===== src/rssa_pkg.sv =====
// Shared types and constants of the rotate, subtract and skip datapath.
// Assumes one system clock and a decoder that presents one operation at a time.
// -----------------------------------------------------------------------------
// Behaviour
// - Rotate left through carry, result to memory.
// - Same rotate, result to working register only.
// - Rotate right wraps bit zero, to memory.
// - Rotate right to working register, flags kept.
// - Rotate right through carry, result to memory.
// - Same rotate, result to working register only.
// - Work plus inverted operand plus carry, flags updated.
// - Work plus inverted operand plus one, flags updated.
// - Immediate subtract into working register, flags updated.
// - Decrement, skip when zero, no flag change.
// - Increment, skip when zero, no flag change.
// - Taken skip discards prefetch: two cycles, else one.
// - Skip when selected memory bit is one.
// - Set byte writes all ones, flags kept.
// - Set bit forces one bit high only.
// - Nibble exchange to memory or working register.
// -----------------------------------------------------------------------------
package rssa_pkg;

    // Register byte offsets on the APB slave.
    localparam logic [7:0] RSSA_OFS_WORK   = 8'h00;
    localparam logic [7:0] RSSA_OFS_FLAGS  = 8'h04;
    localparam logic [7:0] RSSA_OFS_STATUS = 8'h08;

    // Reset values.
    localparam logic [7:0] RSSA_WORK_RST  = 8'h00;
    localparam logic [3:0] RSSA_FLAGS_RST = 4'h0;

    // Cycles per instruction with and without a skip.
    localparam int RSSA_SKIP_CYCLES  = 2;
    localparam int RSSA_PLAIN_CYCLES = 1;

    // Flag word; carry sits in bit 0 of the flag register.
    typedef struct packed {
        logic signed_overflow_flag;  // Signed overflow.
        logic z;                     // Zero.
        logic half_carry_flag;       // Half carry out of the low nibble.
        logic c;    // Carry; set when a subtraction does not borrow.
    } rssa_flags_t;

    // Operations handled by this datapath.
    typedef enum logic [4:0] {
        op_none                         = 5'h00,
        rotate_left_thru_carry_mem      = 5'h01,
        rotate_left_thru_carry_to_work  = 5'h02,
        rotate_right_mem                = 5'h03,
        rotate_right_to_work            = 5'h04,
        rotate_right_thru_carry_mem     = 5'h05,
        rotate_right_thru_carry_to_work = 5'h06,
        subtract_with_borrow_to_work    = 5'h07,
        subtract_with_borrow_to_mem     = 5'h08,
        subtract_mem_to_work            = 5'h09,
        subtract_to_mem                 = 5'h0A,
        subtract_imm_to_work            = 5'h0B,
        decrement_skip_zero_mem         = 5'h0C,
        decrement_skip_zero_to_work     = 5'h0D,
        increment_skip_zero_mem         = 5'h0E,
        increment_skip_zero_to_work     = 5'h0F,
        skip_if_bit_one                 = 5'h10,
        set_byte_mem                    = 5'h11,
        set_bit_mem                     = 5'h12,
        nibble_exchange_mem             = 5'h13,
        nibble_exchange_to_work         = 5'h14
    } rssa_op_t;

    // One request from the decoder.
    typedef struct packed {
        logic       valid;  // Request present.
        rssa_op_t   op;     // Operation.
        logic [7:0] mem;    // Data-memory operand.
        logic [7:0] imm;    // Immediate operand.
        logic [2:0] bsel;   // Bit select.
    } rssa_req_t;

    // Sequencer states, one-hot.
    typedef enum logic [1:0] {
        st_exec  = 2'h1,
        st_dummy = 2'h2
    } rssa_state_t;

    // All state of the datapath.
    typedef struct packed {
        rssa_state_t st;
        logic [7:0]  work;
        rssa_flags_t fl;
        logic        mem_we;
        logic [7:0]  mem_wd;
        logic        discard;
        logic        ready;
        logic        skip_last;
        logic        pready;
        logic [31:0] prdata;
        logic        pslverr;
    } rssa_regs_t;

endpackage

===== src/rssa_alu.sv =====
// Execution datapath for rotates, subtractions, set, swap and skip operations.
// Assumes the decoder holds a request until op_ready_q is seen high, and that
// data memory takes mem_wdata_q whenever mem_we_q is high.
`timescale 1ns/1ps
`default_nettype none

module rssa_alu (
    // Clock and reset.
    input  wire logic                  clk,
    input  wire logic                  rst,
    // Decoder request.
    input  wire rssa_pkg::rssa_req_t   req_i,
    output logic                       op_ready_q,
    // Results toward memory, fetch and the core.
    output logic                       mem_we_q,
    output logic [7:0]                 mem_wdata_q,
    output logic                       discard_q,
    output logic [7:0]                 work_q,
    output rssa_pkg::rssa_flags_t      flags_q,
    // APB slave.
    input  wire logic                  psel,
    input  wire logic                  penable,
    input  wire logic                  pwrite,
    input  wire logic [7:0]            paddr,
    input  wire logic [31:0]           pwdata,
    output logic [31:0]                prdata,
    output logic                       pready,
    output logic                       pslverr
);
    import rssa_pkg::*;

    // -------------------------------------------------------------------------
    // State
    // -------------------------------------------------------------------------
    rssa_regs_t q;      // Registered state.
    rssa_regs_t d;      // Next state.
    logic       take;   // Request accepted at this edge.

    assign take = req_i.valid && q.ready;

    // -------------------------------------------------------------------------
    // Next-state logic
    // -------------------------------------------------------------------------
    // The APB write is applied first so that an operation finishing in the
    // same cycle overrides it; the core's own update must never be lost.
    always_comb begin
        logic [7:0] b;
        logic       cin;
        logic [8:0] s9;
        logic [4:0] s5;
        logic [7:0] res;
        logic       sk;
        b   = 8'h00;
        cin = 1'b0;
        s9  = 9'h000;
        s5  = 5'h00;
        res = 8'h00;
        sk  = 1'b0;
        d   = q;
        d.mem_we  = 1'b0;
        d.discard = 1'b0;
        d.pready  = 1'b0;
        d.pslverr = 1'b0;

        // Bus setup cycle: prepare the answer for the access phase.
        if (psel && !penable) begin
            d.pready = 1'b1;
            d.prdata = 32'h0000_0000;
            case (paddr)
                RSSA_OFS_WORK:   d.prdata[7:0] = q.work;
                RSSA_OFS_FLAGS:  d.prdata[3:0] = q.fl;
                RSSA_OFS_STATUS: d.prdata[3:0] = {q.skip_last, q.ready, q.st};
                default:         d.pslverr = 1'b1;
            endcase
        end
        // Access edge: commit a write to a writable register.
        if (psel && penable && q.pready && pwrite) begin
            if (paddr == RSSA_OFS_WORK) begin
                d.work = pwdata[7:0];
            end else if (paddr == RSSA_OFS_FLAGS) begin
                d.fl = pwdata[3:0];
            end
        end

        // Subtraction operand and carry in.
        case (req_i.op)
            subtract_with_borrow_to_work, subtract_with_borrow_to_mem: begin
                b   = ~req_i.mem;
                cin = q.fl.c;
            end
            subtract_imm_to_work: begin
                b   = ~req_i.imm;
                cin = 1'b1;
            end
            default: begin
                b   = ~req_i.mem;
                cin = 1'b1;
            end
        endcase
        s9 = {1'b0, q.work} + {1'b0, b} + {8'h00, cin};
        s5 = {1'b0, q.work[3:0]} + {1'b0, b[3:0]} + {4'h0, cin};

        // Sequencer: a taken skip spends one extra dummy cycle.
        case (q.st)
            st_exec: begin
                if (take) begin
                    case (req_i.op)
                        rotate_left_thru_carry_mem, rotate_left_thru_carry_to_work: begin
                            res = {req_i.mem[6:0], q.fl.c};
                            d.fl.c = req_i.mem[7];
                        end
                        rotate_right_mem, rotate_right_to_work: begin
                            res = {req_i.mem[0], req_i.mem[7:1]};
                        end
                        rotate_right_thru_carry_mem, rotate_right_thru_carry_to_work: begin
                            res = {q.fl.c, req_i.mem[7:1]};
                            d.fl.c = req_i.mem[0];
                        end
                        subtract_with_borrow_to_work, subtract_with_borrow_to_mem,
                        subtract_mem_to_work, subtract_to_mem, subtract_imm_to_work: begin
                            res     = s9[7:0];
                            d.fl.c  = s9[8];
                            d.fl.half_carry_flag      = s5[4];
                            d.fl.signed_overflow_flag = (q.work[7] == b[7])
                                                        && (s9[7] != q.work[7]);
                            d.fl.z  = (s9[7:0] == 8'h00);
                        end
                        decrement_skip_zero_mem, decrement_skip_zero_to_work: begin
                            res = req_i.mem - 8'h01;
                            sk  = (res == 8'h00);
                        end
                        increment_skip_zero_mem, increment_skip_zero_to_work: begin
                            res = req_i.mem + 8'h01;
                            sk  = (res == 8'h00);
                        end
                        skip_if_bit_one: begin
                            sk = req_i.mem[req_i.bsel];
                        end
                        set_byte_mem: begin
                            res = 8'hFF;
                        end
                        set_bit_mem: begin
                            res = req_i.mem | (8'h01 << req_i.bsel);
                        end
                        nibble_exchange_mem, nibble_exchange_to_work: begin
                            res = {req_i.mem[3:0], req_i.mem[7:4]};
                        end
                        default: begin
                            res = 8'h00;
                        end
                    endcase
                    // Route the result to its destination.
                    case (req_i.op)
                        rotate_left_thru_carry_mem, rotate_right_mem,
                        rotate_right_thru_carry_mem, subtract_with_borrow_to_mem,
                        subtract_to_mem, decrement_skip_zero_mem,
                        increment_skip_zero_mem, set_byte_mem, set_bit_mem,
                        nibble_exchange_mem: begin
                            d.mem_we = 1'b1;
                            d.mem_wd = res;
                        end
                        op_none, skip_if_bit_one: begin
                            d.mem_we = 1'b0;
                        end
                        default: begin
                            d.work = res;
                        end
                    endcase
                    d.skip_last = sk;
                    if (sk) begin
                        d.discard = 1'b1;
                        d.st      = st_dummy;
                    end
                end
            end
            st_dummy: begin
                d.st = st_exec;
            end
            default: begin
                d.st = st_exec;
            end
        endcase
        // No new request is accepted during the dummy cycle.
        d.ready = (d.st == st_exec);
    end

    // -------------------------------------------------------------------------
    // State register
    // -------------------------------------------------------------------------
    always_ff @(posedge clk or posedge rst) begin
        if (rst) begin
            q           <= '0;
            q.st        <= st_exec;
            q.work      <= RSSA_WORK_RST;
            q.fl        <= RSSA_FLAGS_RST;
            q.ready     <= 1'b1;
        end else begin
            q <= d;
        end
    end

    // -------------------------------------------------------------------------
    // Outputs
    // -------------------------------------------------------------------------
    assign op_ready_q  = q.ready;
    assign mem_we_q    = q.mem_we;
    assign mem_wdata_q = q.mem_wd;
    assign discard_q   = q.discard;
    assign work_q      = q.work;
    assign flags_q     = q.fl;
    assign prdata      = q.prdata;
    assign pready      = q.pready;
    assign pslverr     = q.pslverr;
endmodule

`default_nettype wire


===== config.mk =====
export PLATFORM = sky130hd
export DESIGN_NAME = rssa_alu
export DESIGN_NICKNAME = d
export VERILOG_FILES = /design/src/rssa_pkg.sv /design/src/rssa_alu.sv
export SDC_FILE = /design/constraint.sdc
export NUM_CORES = 1
export LEC_CHECK = 0
export ABC_AREA = 0
export BUFFER_PORTS_ARGS = -buffer_cell sky130_fd_sc_hd__buf_4
export CAP_MARGIN = 20
export CORE_ASPECT_RATIO = 0.9
export CORE_MARGIN = 4
export CORE_UTILIZATION = 45
export CTS_BUF_LIST = sky130_fd_sc_hd__clkbuf_4
export DETAILED_ROUTE_END_ITERATION = 6
export PLACE_DENSITY = 0.73
export SLEW_MARGIN = 10
export SYNTH_ARGS = -nofsm -noshare
export SYNTH_HDL_FRONTEND = slang
export SYNTH_SLANG_ARGS = --single-unit

===== constraint.sdc =====
create_clock -name clk -period 4.06 [get_ports clk]
set_input_delay 0.609 -clock clk [delete_from_list [all_inputs] [get_ports clk]]
set_output_delay 0.609 -clock clk [all_outputs]
set_load 0.02 [all_outputs]

== Yosys cells after proc, flatten, opt, wreduce, memory -nomap -nowiden ==
Index checks and enable logic that the tools add are counted.

* Memories kept: 0
* Bits in latches: 0
* Word-level logic and storage cells: 102
* Register bits after elaboration: 36
* Bits in read-only memories: 0
* Output and inout bits: 57
* Bits in writable memories: 0

* $lt $le $gt $ge: 1
* Shift operators: 1
* Reduce and logical (&&, ||, !) cells: 25
* Equal/unequal tests: 26
* Mux-type cells: 26
* $add $sub $neg: 6
* Bitwise operators: 3
* $mul: 0
* Divide/modulo/power cells: 0

{| class="wikitable"
|+ Operators with widths
! cell !! number
|-
| 8-bit one-hot mux with 9 select lines || 1
|-
| 5-bit by 4-bit equality test with 1-bit output, second input constant || 8
|-
| 34-bit 2-to-1 mux || 1
|-
| 8-bit zero test || 4
|-
| 8-bit 2-to-1 mux || 4
|-
| 5-bit equality test, second input constant || 5
|-
| 24-bit 2-to-1 mux || 1
|-
| 22-bit 2-to-1 mux || 1
|-
| 5-bit by 3-bit equality test with 1-bit output, second input constant || 4
|-
| 8-bit NOT || 2
|-
| 2-bit OR reduction || 7
|-
| 12-bit 2-to-1 mux || 1
|-
| 4-bit 2-to-1 mux || 3
|-
| 4-bit one-hot mux with 3 select lines || 1
|-
| 12-bit OR reduction || 1
|-
| 5-bit by 2-bit equality test with 1-bit output, second input constant || 2
|-
| 10-bit OR reduction || 1
|-
| 8-bit by 8-bit adder with 9-bit output || 1
|-
| 9-bit by 1-bit adder with 9-bit output || 1
|-
| 8-bit by 1-bit adder with 8-bit output, second input constant || 1
|-
| 8-bit by 3-bit equality test with 1-bit output, second input constant || 1
|-
| 8-bit by 4-bit equality test with 1-bit output, second input constant || 1
|-
| 8-bit bitwise OR || 1
|-
| 1-bit by 3-bit << shifter with 8-bit output, first input constant || 1
|-
| other kinds (20) || 34
|}

== Logic depth before layout (Yosys ltp) ==
* Word-level depth: 10
* Mapped depth: 13
* Mapped depth without buffers: 11

== Least setup slack after synthesis ==
OpenSTA, ideal clock, no wires.

* Path type: input-to-reg
* Start point: input req_i[21] (netlist name)
* End point: register q (netlist bit flags_q[2])
* Stages: 12
* Buffers on the path: 2
* Arrival time: 3.664 ns
* Slack: 0.314 ns
* Setup time: 0.082 ns
* Cell sequence: buf_2 -> and3b_1 -> nor2b_1 -> buf_1 -> mux2i_1 -> fa_1 -> fa_1 -> a211oi_1 -> o21ai_0 -> o311a_1 -> or4_1 -> o22ai_1

{| class="wikitable"
|+ RTL lines
! element !! line !! text
|-
| start: declaration || rssa_alu.sv:12 || <nowiki>input wire rssa_pkg::rssa_req_t req_i,</nowiki>
|-
| end: declaration || rssa_alu.sv:35 || <nowiki>rssa_regs_t q;</nowiki>
|}

==> results.json <==
{
  "dpl.hpwl_um": 7510,
  "slowest_stage": "or4_1",
  "finalHoldViolCount": 0,
  "status": "completed",
  "switching_power_w": 0.000566,
  "p_int_w": 0.000754,
  "finalPower_w": 0.00132,
  "p_leak_nw": 1.88,
  "postCtsHoldBufs": 0,
  "wl_per_cell_um": 17.0,
  "critPathArrivalTime_ps": 3660,
  "final_core_util_pct": 51.8,
  "critPathCaptureType": "register",
  "grt_overflow": 0,
  "vias_per_cell": 5.72,
  "p_comb_share_pct": 49.3,
  "switching_share_pct": 42.9,
  "final_common_cell": "buf_4",
  "pre_cts_ws_ps": 272,
  "numPortBuffers": 78,
  "min_period_ps": 3390,
  "maxCapViolCount": 0,
  "fin_setup_tns_ps": 0,
  "drc": 0,
  "cts_setup_buffers": 0,
  "netlist_area_mm2": 0.00360,
  "critPathMaxStageDelay_ps": 540,
  "seqPwrFrac_pct": 36.8,
  "dr.first_iter.drc_count": 305,
  "diodes": 0,
  "finalWirelength_um": 9630,
  "area_growth_pct": 10.3,
  "async_reset_ff_share_pct": 100,
  "synth-edff-count": 0,
  "vdd_drop_max_uv": 128,
  "antenna_found_initial": 0,
  "ant_nets": 0,
  "cts_buffer_depth": 2,
  "clkTransAtPathRegs_ps": 110,
  "synth_cell_types": 67,
  "grt_util_all_layers_pct": 20.3,
  "ys_ff_latch": 36,
  "insertion_delay_ps": 350,
  "finalWeightedCongestion": 0.942,
  "cts-root-buf": "clkbuf_4",
  "drtPass1Iterations": 5,
  "grt_max_degree": 37,
  "setup_viol": 0,
  "pin_count": 127,
  "die_width_um": 102,
  "hold_path_class": "in2async",
  "n_fill_cell": 740,
  "yosysWarnings": 0,
  "setup_slack_ps": 673,
  "postSynthCellCount": 435,
  "syn_avg_cell_area_um2": 8.27,
  "cts_tree": "built",
  "core_mm2": 0.00766,
  "fin_worst_hold_slack_ps": 354,
  "path_class": "in2reg",
  "start_kind": "input port",
  "layout_common_cells": "buf_4 (84), nand2_1 (36), dfrtp_1 (34), mux2i_1 (31)",
  "clock_sinks": 36,
  "grt_pass1_wl_um": 15200,
  "r2r_setup_slack_ps": 1140,
  "rows": 30,
  "pwr-share-clk_pct": 13.9,
  "slew_headroom_pct": 56.2,
  "drive_gt1_share_pct": 23.4,
  "fp.dieArea_mm2": 0.00949,
  "cp_max_fo": 17,
  "num_vias": 3243,
  "cts.repair.resized": 0,
  "grt_pass1_vias": 3036,
  "required_ps": 4330,
  "cpMostUsedCell": "fa_1",
  "skew_ps": 7.50,
  "crit_chain": "buf_4, and3b_1, nor2b_1, mux2i_1, fa_1, fa_1, a211oi_1, o21ai_0, o311a_1, or4_1, o22ai_1",
  "synth_ff_type": "dfrtp_1",
  "p_per_area_mw_per_mm2": 333,
  "finalMaxSlewViolations": 0,
  "max_freq_mhz": 295,
  "cts_htree_levels": 2,
  "dieHeight_um": 92.8,
  "seq_area_frac_synth_pct": 25.1,
  "finalCritPeriodShare_pct": 83.4,
  "start_util_pct": 47.0,
  "nets": 552,
  "numCtsBuffers": 5,
  "tightest_slew_ps": 652,
  "rsz0062_at_grt": "false"
}
## registers in the layout, summed over array words and instances (netlist names)
name,flops
discard_q,1
flags_q,4
mem_wdata_q,8
mem_we_q,1
op_ready_q,1
prdata,8
pready,1
pslverr,1
q,3
work_q,8
## synthesized netlist by cell type, types with 5 or more instances
cell type	number	area, µm²
mux2i_1	31	310
nand2b_1	8	50.1
buf_4	53	398
or3_1	5	31.3
clkbuf_1	11	41.3
o21ai_0	27	135
nor2b_1	5	31.3
nand4_1	5	31.3
dfrtp_1	34	851
nand3_1	12	60.1
xnor2_1	11	96.3
a21oi_1	18	90.1
a31oi_1	9	56.3
a22oi_1	5	37.5
ha_1	10	125
nor2_1	27	101
buf_2	13	65.1
nand2_1	36	135
nor3_1	12	60.1
inv_1	16	60.1
a22o_1	7	61.3
## critical path, delay by kind of cell
family	cells	cell delay (ps)
buffers and inverters	1	170
AO/OA/AOI/OAI	4	700
AND/OR/NAND/NOR	3	1090
multiplexers	1	150
adder cells (fa/ha/maj)	2	920
## power groups by stage
stage | combinational (W) | sequential [W] | clock, W
global placement | 0.000636 | 0.000488 | 0
detailed placement | 0.000648 | 0.000490 | 0
CTS | 0.000651 | 0.000484 | 0.000190
floorplan | 0.000532 | 0.000461 | 0
finish | 0.000651 | 0.000486 | 0.000183
global route | 0.000713 | 0.000494 | 0.000205
## worst paths after layout
path	to	start	depth (start not counted)
max reg2reg	flags_q[2]	flags_q[0]	9
max in group asynchronous	q[58]	rst	3
min reg2reg	prdata[0]	prdata[0]	2
min in group clk	prdata[0]	prdata[0]	2
min	mem_wdata_q[2]	rst	3
max	flags_q[2]	req_i[21]	11
## routing by layer
layer	up-vias	routed length, µm	global-route usage, %
met1	1510	4170	28.2
met3	27	712	2.18
met4	0	300	7.21
met2	144	4440	32.3
met5	-	0	0
li1	1562	-	-
## final cells by class
cell class	instances	area, µm²	share of cell area, %
Clock buffer	5	37.5	0.947
Inverter	16	60.1	1.51
Clock inverter	3	13.8	0.347
Timing Repair Buffer	84	631	15.9
Multi-Input combinational cell	327	2200	55.5
Tap cell	96	120	3.03
Sequential cell	36	903	22.8
## cell families after synthesis
group / synth area share (%)
buffers and inverters: 16.1
multiplexers: 9.57
flip-flops: 25.1
AO/OA/AOI/OAI: 21.1
other: 0.104
XOR/XNOR: 3.65
adder cells (fa/ha/maj): 4.59
AND/OR/NAND/NOR: 19.8
## metrics by stage
step	cell area, µm²	instances
after floorplan	3680	458
after global placement	3910	559
after detailed placement	3910	559
after CTS	3970	567
after global routing	3970	567
final	3970	567
(Power assumes the default switching activity.)
